<file path="config.mk">
export PLATFORM = sky130hd
export DESIGN_NAME = kms_scanner
export DESIGN_NICKNAME = d
export VERILOG_FILES = /design/src/pkg/kms_pkg.sv /design/src/hw/kms_scanner.sv
export VERILOG_INCLUDE_DIRS = /design/src /design/src/pkg
export SDC_FILE = /design/constraint.sdc
export NUM_CORES = 1
export LEC_CHECK = 0
export ABC_AREA = 1
export BUFFER_PORTS_ARGS = -buffer_cell sky130_fd_sc_hd__buf_2
export CAP_MARGIN = 5
export CORE_MARGIN = 2
export CORE_UTILIZATION = 55
export DETAILED_ROUTE_END_ITERATION = 7
export PLACE_DENSITY_LB_ADDON = 0.2
export SLEW_MARGIN = 0
export SYNTH_ARGS = -nofsm -noshare
export SYNTH_HDL_FRONTEND = slang
export SYNTH_SLANG_ARGS = --single-unit
</file>
<file path="constraint.sdc">
create_clock -name aclk -period 14.3 [get_ports aclk]
set_input_delay 2.145 -clock aclk [delete_from_list [all_inputs] [get_ports aclk]]
set_output_delay 2.145 -clock aclk [all_outputs]
set_load 0.1 [all_outputs]
</file>
<file path="src/pkg/kms_map.svh">
`ifndef KMS_MAP_SVH
`define KMS_MAP_SVH
`define KMS_OFF_MASK 8'h00
`define KMS_OFF_MPEND 8'h04
`define KMS_OFF_CLEAR 8'h08
`define KMS_OFF_SETUP 8'h0C
`define KMS_OFF_LINES 8'h10
`define KMS_OFF_PERIOD 8'h14
`define KMS_OFF_LIVE 8'h18
`define KMS_RST_MASK 16'hFFFF
`define KMS_RST_PERIOD 13'h1FFF
`define KMS_BIT_ON 5
`define KMS_BIT_POL 4
`define KMS_BIT_SINGLE 3
`define KMS_BIT_CAR 1
`define KMS_BIT_FLUSH 0
`define KMS_RESP_OKAY 2'h0
`define KMS_RESP_SLVERR 2'h2
`endif

</file>
<file path="src/pkg/kms_pkg.sv">
package kms_pkg;
    typedef struct packed {
        logic [3:0] sense_on;
        logic [3:0] drive_on;
    } kms_lines_s;
    typedef struct packed {
        logic scanner_on;
        logic polarity_high;
        logic single_key;
        logic clear_after_read;
    } kms_setup_s;
endpackage

</file>
<file path="src/hw/kms_scanner.sv">
// What this block does
// - per-key mask, one suppresses, resets all set
// - read-only register shows masked pending events
// - sensed key sets its pending bit
// - writing one clears that pending bit only
// - clear register reads unmasked pending bits
// - scan only while scanner_on is set
// - polarity bit: one active high, zero low
// - single mode accepts only one key
// - clear_after_read clears live state on read
// - flush bit clears live state, self-clears
// - four sense enables, bits 7 to 4
// - four drive enables, bits 3 to 0
// - 13-bit period, rate is clock over count+1
// - live state updates once per full sweep of the enabled drive lines
// - key drive s, sense k at bit 4s+k
//
// Decided for this implementation: the AXI4-Lite register port.
`include "kms_map.svh"
module kms_scanner
    import kms_pkg::*;
(
    // clock and reset
    input wire logic aclk,
    input wire logic aresetn,
    // axi4-lite write
    input wire logic [7:0] s_axi_awaddr,
    input wire logic s_axi_awvalid,
    output logic s_axi_awready,
    input wire logic [31:0] s_axi_wdata,
    input wire logic [3:0] s_axi_wstrb,
    input wire logic s_axi_wvalid,
    output logic s_axi_wready,
    output logic [1:0] s_axi_bresp,
    output logic s_axi_bvalid,
    input wire logic s_axi_bready,
    // axi4-lite read
    input wire logic [7:0] s_axi_araddr,
    input wire logic s_axi_arvalid,
    output logic s_axi_arready,
    output logic [31:0] s_axi_rdata,
    output logic [1:0] s_axi_rresp,
    output logic s_axi_rvalid,
    input wire logic s_axi_rready,
    // key matrix
    output logic [3:0] drive_line,
    output logic [3:0] drive_line_oe,
    input wire logic [3:0] sense_line,
    // interrupt
    output logic irq
);
    logic [15:0] mask_ff;
    logic [15:0] pend_ff;
    logic [15:0] live_ff;
    logic [15:0] scan_acc_ff;
    kms_setup_s setup_ff;
    kms_lines_s lines_ff;
    logic [12:0] period_ff;
    logic [12:0] div_ff;
    logic [1:0] row_ff;
    logic [3:0] sense_s1_ff;
    logic [3:0] sense_s2_ff;
    logic aw_ff;
    logic w_ff;
    logic [7:0] awaddr_ff;
    logic [31:0] wdata_ff;
    logic [3:0] wstrb_ff;
    logic [7:0] wa;
    logic [31:0] wd;
    logic [3:0] ws;
    logic wr_go;
    logic rd_go;
    logic tick;
    logic wrap;
    logic [2:0] nxt_row;
    logic row_found;
    logic [3:0] sense_act;
    logic [15:0] hit;
    logic [15:0] accept;
    logic [15:0] next_acc;
    logic live_clear;
    logic [31:0] nxt_rdata;
    logic rd_ok;
    logic [15:0] pend_clr;
    logic [15:0] pend_set;

    // register word indices, compared against address bits 7:2
    localparam logic [5:0] IDX_MASK = 6'(`KMS_OFF_MASK >> 2);
    localparam logic [5:0] IDX_MPEND = 6'(`KMS_OFF_MPEND >> 2);
    localparam logic [5:0] IDX_CLEAR = 6'(`KMS_OFF_CLEAR >> 2);
    localparam logic [5:0] IDX_SETUP = 6'(`KMS_OFF_SETUP >> 2);
    localparam logic [5:0] IDX_LINES = 6'(`KMS_OFF_LINES >> 2);
    localparam logic [5:0] IDX_PERIOD = 6'(`KMS_OFF_PERIOD >> 2);
    localparam logic [5:0] IDX_LIVE = 6'(`KMS_OFF_LIVE >> 2);

    // a channel latched earlier or offered now both count
    assign wa = aw_ff ? awaddr_ff : s_axi_awaddr;
    assign wd = w_ff ? wdata_ff : s_axi_wdata;
    assign ws = w_ff ? wstrb_ff : s_axi_wstrb;
    assign s_axi_awready = !aw_ff && !s_axi_bvalid;
    assign s_axi_wready = !w_ff && !s_axi_bvalid;
    assign wr_go = !s_axi_bvalid && (aw_ff || s_axi_awvalid) && (w_ff || s_axi_wvalid);
    assign s_axi_arready = !s_axi_rvalid;
    assign rd_go = s_axi_arvalid && s_axi_arready;

    always_ff @(posedge aclk)
    begin
        if (!aresetn)
        begin
            aw_ff <= 1'b0;
            w_ff <= 1'b0;
            awaddr_ff <= 8'h00;
            wdata_ff <= 32'h0000_0000;
            wstrb_ff <= 4'h0;
        end
        else if (wr_go)
        begin
            aw_ff <= 1'b0;
            w_ff <= 1'b0;
        end
        else
        begin
            if (s_axi_awvalid && s_axi_awready)
            begin
                aw_ff <= 1'b1;
                awaddr_ff <= s_axi_awaddr;
            end
            if (s_axi_wvalid && s_axi_wready)
            begin
                w_ff <= 1'b1;
                wdata_ff <= s_axi_wdata;
                wstrb_ff <= s_axi_wstrb;
            end
        end
    end

    always_ff @(posedge aclk)
    begin
        if (!aresetn)
        begin
            s_axi_bvalid <= 1'b0;
            s_axi_bresp <= `KMS_RESP_OKAY;
        end
        else if (wr_go)
        begin
            s_axi_bvalid <= 1'b1;
            case (wa[7:2])
                // read-only words accept and ignore writes
                IDX_MASK, IDX_CLEAR, IDX_SETUP, IDX_LINES, IDX_PERIOD, IDX_MPEND,
                IDX_LIVE: s_axi_bresp <= `KMS_RESP_OKAY;
                default: s_axi_bresp <= `KMS_RESP_SLVERR;
            endcase
        end
        else if (s_axi_bready)
            s_axi_bvalid <= 1'b0;
    end

    // control registers, byte lanes honoured
    always_ff @(posedge aclk)
    begin
        if (!aresetn)
        begin
            mask_ff <= `KMS_RST_MASK;
            setup_ff <= '0;
            lines_ff <= '0;
            period_ff <= `KMS_RST_PERIOD;
        end
        else if (wr_go)
        begin
            case (wa[7:2])
                IDX_MASK:
                begin
                    if (ws[0]) mask_ff[7:0] <= wd[7:0];
                    if (ws[1]) mask_ff[15:8] <= wd[15:8];
                end
                IDX_SETUP:
                    if (ws[0])
                        setup_ff <= {wd[`KMS_BIT_ON], wd[`KMS_BIT_POL],
                                     wd[`KMS_BIT_SINGLE], wd[`KMS_BIT_CAR]};
                IDX_LINES:
                    if (ws[0]) lines_ff <= wd[7:0];
                IDX_PERIOD:
                begin
                    if (ws[0]) period_ff[7:0] <= wd[7:0];
                    if (ws[1]) period_ff[12:8] <= wd[12:8];
                end
                default: ;
            endcase
        end
    end

    // scan timing: one tick every period_ff+1 clocks
    assign tick = setup_ff.scanner_on && (div_ff == 13'h0000);
    always_ff @(posedge aclk)
    begin
        if (!aresetn)
            div_ff <= `KMS_RST_PERIOD;
        // preloaded while stopped so the first tick comes one period after start
        else if (!setup_ff.scanner_on || div_ff == 13'h0000)
            div_ff <= period_ff;
        else
            div_ff <= div_ff - 13'h0001;
    end

    // next enabled row after the current one
    always_comb
    begin
        nxt_row = 3'd0;
        row_found = 1'b0;
        for (int i = 1; i <= 4; i++)
        begin
            if (!row_found && lines_ff.drive_on[2'(row_ff + 2'(i))])
            begin
                nxt_row = {1'b0, 2'(row_ff + 2'(i))};
                row_found = 1'b1;
            end
        end
    end
    // a full sweep ends when stepping does not move forward
    assign wrap = !row_found || (nxt_row[1:0] <= row_ff);

    always_ff @(posedge aclk)
    begin
        if (!aresetn)
            row_ff <= 2'd0;
        // disabled lines are skipped; enable changes apply at the next tick
        else if (tick && row_found)
            row_ff <= nxt_row[1:0];
    end

    // only the current enabled row is driven, idle level elsewhere
    genvar g;
    generate
        for (g = 0; g < 4; g++)
        begin : g_drive
            logic act;
            assign act = setup_ff.scanner_on && lines_ff.drive_on[g] && (row_ff == 2'(g));
            always_ff @(posedge aclk)
            begin
                if (!aresetn)
                begin
                    drive_line[g] <= 1'b1;
                    drive_line_oe[g] <= 1'b0;
                end
                else
                begin
                    drive_line[g] <= act ~^ setup_ff.polarity_high;
                    drive_line_oe[g] <= setup_ff.scanner_on && lines_ff.drive_on[g];
                end
            end
        end
    endgenerate

    always_ff @(posedge aclk)
    begin
        if (!aresetn)
        begin
            sense_s1_ff <= 4'h0;
            sense_s2_ff <= 4'h0;
        end
        else
        begin
            sense_s1_ff <= sense_line;
            sense_s2_ff <= sense_s1_ff;
        end
    end

    // sampled at end of the drive period, after lines settle
    // drive register plus synchroniser is three clocks: periods below 3
    // would credit keys to the wrong drive line
    assign sense_act = (setup_ff.polarity_high ? sense_s2_ff : ~sense_s2_ff)
                       & lines_ff.sense_on;
    always_comb
    begin
        hit = 16'h0000;
        hit[{row_ff, 2'b00} +: 4] = lines_ff.drive_on[row_ff] ? sense_act : 4'h0;
        next_acc = scan_acc_ff | hit;
        accept = next_acc;
        // single mode: a sweep with more than one key yields nothing
        if (setup_ff.single_key && ($countones(next_acc) > 1))
            accept = 16'h0000;
    end

    always_ff @(posedge aclk)
    begin
        if (!aresetn || !setup_ff.scanner_on)
            scan_acc_ff <= 16'h0000;
        else if (tick)
            scan_acc_ff <= wrap ? 16'h0000 : next_acc;
    end

    assign live_clear = (wr_go && wa[7:2] == IDX_SETUP && ws[0]
                         && wd[`KMS_BIT_FLUSH])
                        || (rd_go && s_axi_araddr[7:2] == IDX_LIVE
                            && setup_ff.clear_after_read);
    // a sweep ending together with a clear keeps its fresh value
    always_ff @(posedge aclk)
    begin
        if (!aresetn)
            live_ff <= 16'h0000;
        else if (tick && wrap)
            live_ff <= accept;
        else if (live_clear)
            live_ff <= 16'h0000;
    end

    // clear only the lanes written; set wins over a clear in the same cycle
    always_comb
    begin
        pend_clr = 16'h0000;
        pend_set = 16'h0000;
        if (wr_go && wa[7:2] == IDX_CLEAR)
        begin
            if (ws[0])
                pend_clr[7:0] = wd[7:0];
            if (ws[1])
                pend_clr[15:8] = wd[15:8];
        end
        if (tick && wrap)
            pend_set = accept;
    end

    always_ff @(posedge aclk)
    begin
        if (!aresetn)
            pend_ff <= 16'h0000;
        else
            pend_ff <= (pend_ff & ~pend_clr) | pend_set;
    end

    assign irq = |(pend_ff & ~mask_ff);

    // unmapped words read zero and answer with an error
    always_comb
    begin
        rd_ok = 1'b1;
        nxt_rdata = 32'h0000_0000;
        case (s_axi_araddr[7:2])
            IDX_MASK: nxt_rdata[15:0] = mask_ff;
            IDX_MPEND: nxt_rdata[15:0] = pend_ff & ~mask_ff;
            IDX_CLEAR: nxt_rdata[15:0] = pend_ff;
            IDX_SETUP:
            begin
                nxt_rdata[`KMS_BIT_ON] = setup_ff.scanner_on;
                nxt_rdata[`KMS_BIT_POL] = setup_ff.polarity_high;
                nxt_rdata[`KMS_BIT_SINGLE] = setup_ff.single_key;
                nxt_rdata[`KMS_BIT_CAR] = setup_ff.clear_after_read;
            end
            IDX_LINES: nxt_rdata[7:0] = lines_ff;
            IDX_PERIOD: nxt_rdata[12:0] = period_ff;
            IDX_LIVE: nxt_rdata[15:0] = live_ff;
            default: rd_ok = 1'b0;
        endcase
    end

    always_ff @(posedge aclk)
    begin
        if (!aresetn)
        begin
            s_axi_rvalid <= 1'b0;
            s_axi_rdata <= 32'h0000_0000;
            s_axi_rresp <= `KMS_RESP_OKAY;
        end
        else if (rd_go)
        begin
            s_axi_rvalid <= 1'b1;
            s_axi_rdata <= nxt_rdata;
            s_axi_rresp <= rd_ok ? `KMS_RESP_OKAY : `KMS_RESP_SLVERR;
        end
        else if (s_axi_rready)
            s_axi_rvalid <= 1'b0;
    end
endmodule // kms_scanner

</file>
======== Word-level counts from Yosys, hierarchy flattened ========
Cells that the tools add are included.
word-level totals
  flip-flop bits (word level) ............. 170
  input port bits ......................... 63
  output and inout bits ................... 50
  word-level logic and storage cells ...... 200
cells by class
  add/subtract/negate cells ............... 20
  order comparisons ....................... 6
  eq/ne operators ......................... 15
  shifts and indexed selects .............. 2
  muxes and demuxes ....................... 44
  bitwise logic cells ..................... 15
  reduce and logical (&&, ||, !) cells .... 63
operator list
  cell                                                                    count
  16-bit two-way mux                                                      7
  16-bit AND                                                              3
  6-bit by 3-bit == test with 1-bit output, second input constant         6
  16-bit NOT                                                              2
  16-bit bitwise OR                                                       2
  1-bit logical AND                                                       28
  5-bit case mux with 5 select lines                                      1
  6-bit by 2-bit == test with 1-bit output, second input constant         4
  8-bit two-way mux                                                       3
  3-bit case mux with 7 select lines                                      1
  3-bit AND reduction                                                     6
  1-bit by 1-bit adder with 2-bit output                                  8
  16-bit OR reduction                                                     1
  4-bit by 6-bit variable shift with 16-bit output, first input constant  1
  4-bit by 6-bit indexed part select with 16-bit output                   1
  2-bit two-way mux                                                       7
  7-bit OR reduction                                                      2
  13-bit logical NOT                                                      1
  1-bit two-way mux                                                       13
  13-bit two-way mux                                                      1
  13-bit by 1-bit subtractor with 13-bit output, second input constant    1
  2-bit by 2-bit adder with 3-bit output                                  4
  6-bit by 1-bit == test with 1-bit output, second input constant         2
  6-bit logical NOT                                                       2
  26 further kinds                                                        58

======== Depth between registers and ports, before layout ========
  word-level depth ........................ 18
  depth in mapped cells ................... 25
  depth with buffers taken out ............ 23

======== Least setup slack after synthesis ========
Ideal clock, no wire load.
  path type ............................... reg2reg
  start point ............................. register row_ff[0]
  end point ............................... register live_ff[10]
  setup time .............................. 0.070 ns
  arrival ................................. 5.047 ns
  data required time ...................... 14.230 ns
  path slack .............................. 9.183 ns
  stages on the path, launching flop included .. 21
  path buffers ............................ 2
  clock period less this slack ............ 5.117 ns
  path through ............................ dfxtp_1 -> buf_6 -> inv_6 -> ha_1 -> nor3_1 -> nand2_1 -> nand2_1 -> fa_1 -> fa_1 -> fa_1 -> fa_1 -> ha_1 -> inv_1 -> fa_1 -> nand2_1 -> nor2_1 -> o211ai_1 -> nand2_1 -> clkbuf_1 -> nand4_1 -> a21oi_1
between the ends
  cells in the longest elaborated chain, start to end .. 17
  elaborated cells between the ends (all ways) .. 55
  classes of those cells .................. 19 x add/sub; 2 x order compare; 2 x shift; 19 x mux; 2 x bitwise; 11 x reduce/logical
ends and longest elaborated chain
  element                                                                    RTL line            source
  from (decl)                                                                kms_scanner.sv:60   logic [1:0] row_ff;
  from (signal assigned)                                                     kms_scanner.sv:228  row_ff <= nxt_row[1:0];
  branches (longest 17 deep; another with 4-bit negation with 6-bit output)  -
  to (signal assigned)                                                       kms_scanner.sv:302  live_ff <= accept;
  to (decl)                                                                  kms_scanner.sv:54   logic [15:0] live_ff;
Several ways; the timed one is not identified. The select of a mux whose other input is x is not followed.
A chain may end at the register's enable or synchronous reset.

======== Worst setup path in the final report ========
  start point ............................. register row_ff[0]
  end point ............................... register pend_ff[4]
between the ends
  cells in the longest elaborated chain, start to end .. 18
  elaborated cells between the ends (all ways) .. 55
  classes of those cells .................. 19 x add/sub; 2 x order compare; 2 x shift; 19 x mux; 3 x bitwise; 10 x reduce/logical
ends and longest elaborated chain
  element                                                                    RTL line            source
  branches (longest 16 deep; another with 4-bit negation with 6-bit output)  -
  16-bit two-way mux *                                                       kms_scanner.sv:319  if (tick && wrap)
  16-bit bitwise OR *                                                        kms_scanner.sv:328  pend_ff <= (pend_ff & ~pend_clr) | pend_set;
  to (signal assigned)                                                       kms_scanner.sv:328
  to (decl)                                                                  kms_scanner.sv:53   logic [15:0] pend_ff;
Mark *: on every way between the ends. The select of a mux whose other input is x is not followed.

==> metrics.yaml <==
critical_path:
  regToRegEndpoint: "pend_ff[4]$_SDFF_PN0_"
  worstSetupEndpointType: "flip-flop"
  critPathArrivalTime_ps: 6500
  cp-endpoint: "pend_ff[4]$_SDFF_PN0_"
  setup.worst_path.start_class: "flip-flop"
  path_max_fanout: 20
  critical_path.reg2reg.startpoint: "row_ff[0]$_SDFFE_PN0P_"
  startpoint: "row_ff[0]$_SDFFE_PN0P_"
  regToRegSetupSlack_ps: 8160
  crit_type: "flip-flop to flip-flop"
  worst_ep_required_time_ps: 14660
  reg2regPathDepth: 18
logic_synthesis:
  synthTopCellsByArea: "dfxtp_1, nand2_1, a21oi_1"
  syn_avg_cell_area_sq_um: 7.23
  yosys_warnings: 0
  synthCells: 1136
  synth_seq_area_share_pct: 40.5
  netlist_area_sq_um: 8210
  async_flop_share_pct: 0
  synth_cell_types: 49
  synth_flop_cell: "dfxtp_1"
  yosysTopAreaCell: "dfxtp_1"
  yosysTopAreaCellShare_pct: 40.5
  synth-edff-count: 0
  synth_seq_cells: 166
clock_network:
  h-tree-depth: 4
  postCtsSetupBuffers: 0
  cts_sinks: 166
  clk_latency_ps: 430
  cts_tree: "done"
  cts_buffers: 17
  clock-root-buffer: "clkbuf_16"
  cts.repair.resized: 0
  cts_buffer_depth: 2
  clk_pin_slew_worst_paths_ps: 60
  ctsHoldBuffers: 0
timing:
  final.min_clock_period_ps: 6140
  finClkSkew_ps: 7.38
  setup_viol: 0
  fin_setup_tns_ps: 0
  max_freq_mhz: 163
  tightestPinTransition_ps: 1090
  fin_crit_sh_pct: 43.0
  slew_viol_final: 0
  rsz0062_at_grt: "false"
  hold_viol_final: 0
  timing.hold.ws_ps: 409
  relSlewSlack_pct: 27.2
grt:
  antenna_found_initial: 0
  grt_usage_pct: 27.4
  grt.met1_usage_pct: 39.6
  use_met3_pct: 4.80
  grt_max_degree: 91
  grt_use_met2_pct: 41.0
  grt-ovfl-total: 0
  busiest_layer: "met2"
  grt_first_pass_wirelength_microns: 34900
  grt_pass1_vias: 6796
floorplan:
  fp.dieH_microns: 126
  rows: 44
  io_pins: 113
  start_util_pct: 56.3
  core_area_sq_um: 14600
  fp.dieArea_sq_um: 15900
  die_w_microns: 126
layout:
  fin_nets: 1270
  layout_commonest_cell: "nand2_1"
  fill_cells: 1363
  num_antenna_cells: 0
  area_growth_pct: 11.3
  mostFrequentLayoutCells: "nand2_1, dfxtp_1, inv_1, a21oi_1, o21ai_0"
  layout-drive-gt1-share_pct: 11.9
drt:
  vias: 7797
  post_drt_wl_per_cell_microns: 15.8
  dr.pass1.iters: 6
  route.detailed.drc: 0
  wl_microns: 21800
  postRouteAntennaNets: 0
  vias_per_cell: 5.64
  drtIter0Drc: 965
placed_design:
  dp.final_hpwl_microns: 15600
  numPortBuffers: 72
  gp_congestion: 0.935
pwr:
  max-vdd-ir-drop_mv: 0.0903
  power_density_nw_per_um2: 117
  p_leak_nw: 4.03
outcome:
  outcome: "complete, no violations"
flow_run:
  cap_viol_max_count: 0
hold_path:
  hold_class: "flip-flop to flip-flop"
logic make-up after synthesis:
group	share of synthesized area, %
other	0.0457
and+or+nand+nor	24.7
buffers and inverters	11.2
adders and majority gates	4.26
AOI/OAI and AO/OA	18.6
DFF	40.5
xor gates and xnor gates	0.853
synthesized netlist by cell type, types with 7 or more instances:
master and count:
nand2_1 224, dfxtp_1 166, inv_1 136, a21oi_1 121, o21ai_0 114, nor2_1 79
nand3_1 77, nand4_1 33, clkbuf_1 24, buf_4 22, o211ai_1 16, ha_1 12
buf_2 11, fa_1 10, o22ai_1 7
state kept, by name (all words and copies together) (netlist names), 6 cells and up:
name         cells
live_ff         16
s_axi_rdata     16
period_ff       13
div_ff          13
lines_ff         8
awaddr_ff        6
pend_ff         16
scan_acc_ff     16
mask_ff         16
wdata_ff        16
worst max-delay path, cell delays in order, from the launching register on:
cell and delay (ps):
dfxtp_1 870, inv_6 120, ha_1 430, nor3_1 480, nand2_1 110, nand2_1 130, fa_1 450, fa_1 500
fa_1 560, fa_1 560, ha_1 160, inv_1 50, fa_1 470, nand2_1 60, nor2_1 80, o211ai_1 130
nand2_1 420, nand4_1 270, a21oi_1 210
power by group:
part	switching (W)	leakage [nW]	internal, W
clock network	0.000190	0.295	0.000275
registers	0.00000645	1.35	0.000474
logic	0.000102	2.38	0.0000234
area by class of cell:
| type | count | area (sq um) | share of cell area (%) |
|---|---|---|---|
| Multi-Input combinational cell | 779 | 4040 | 44.2 |
| Sequential cell | 166 | 3320 | 36.3 |
| Tap cell | 184 | 230 | 2.52 |
| Clock inverter | 11 | 121 | 1.33 |
| Inverter | 143 | 544 | 5.95 |
| Timing Repair Buffer | 78 | 405 | 4.43 |
| Clock buffer | 21 | 480 | 5.25 |
metal layers:
layer | part of all wire, % | up-vias
met5 | 0 | -
met4 | 2.7 | 0
met3 | 8.8 | 48
met2 | 44 | 388
met1 | 45 | 3540
li1 | - | 3821
worst min path at each step:
| stage | cells past startpoint | end | from |
|---|---|---|---|
| after floorplan | 2 | sense_s2_ff[0]$_SDFF_PN0_ | sense_s1_ff[0]$_SDFF_PN0_ |
| after global placement | 2 | sense_s2_ff[0]$_SDFF_PN0_ | sense_s1_ff[0]$_SDFF_PN0_ |
| after detailed placement | 2 | sense_s2_ff[2]$_SDFF_PN0_ | sense_s1_ff[2]$_SDFF_PN0_ |
| after CTS | 2 | sense_s2_ff[2]$_SDFF_PN0_ | sense_s1_ff[2]$_SDFF_PN0_ |
| after global routing | 2 | sense_s2_ff[3]$_SDFF_PN0_ | sense_s1_ff[3]$_SDFF_PN0_ |
| final | 2 | sense_s2_ff[2]$_SDFF_PN0_ | sense_s1_ff[2]$_SDFF_PN0_ |
per-stage QoR:
stage               power [W]  setup WS [ps]  utilization (%)  instances  cell area, sq um
detailed placement   0.000615           8280             58.6       1350              8540
floorplan            0.000590           9180                -       1153              8280
CTS                   0.00107           8250             62.7       1382              9140
finish                0.00107           8160             62.7       1382              9140
global route          0.00111           7670             62.7       1382              9140
global placement     0.000613           8340             58.6       1350              8540
Note: power is estimated with default switching activity, not from simulation.
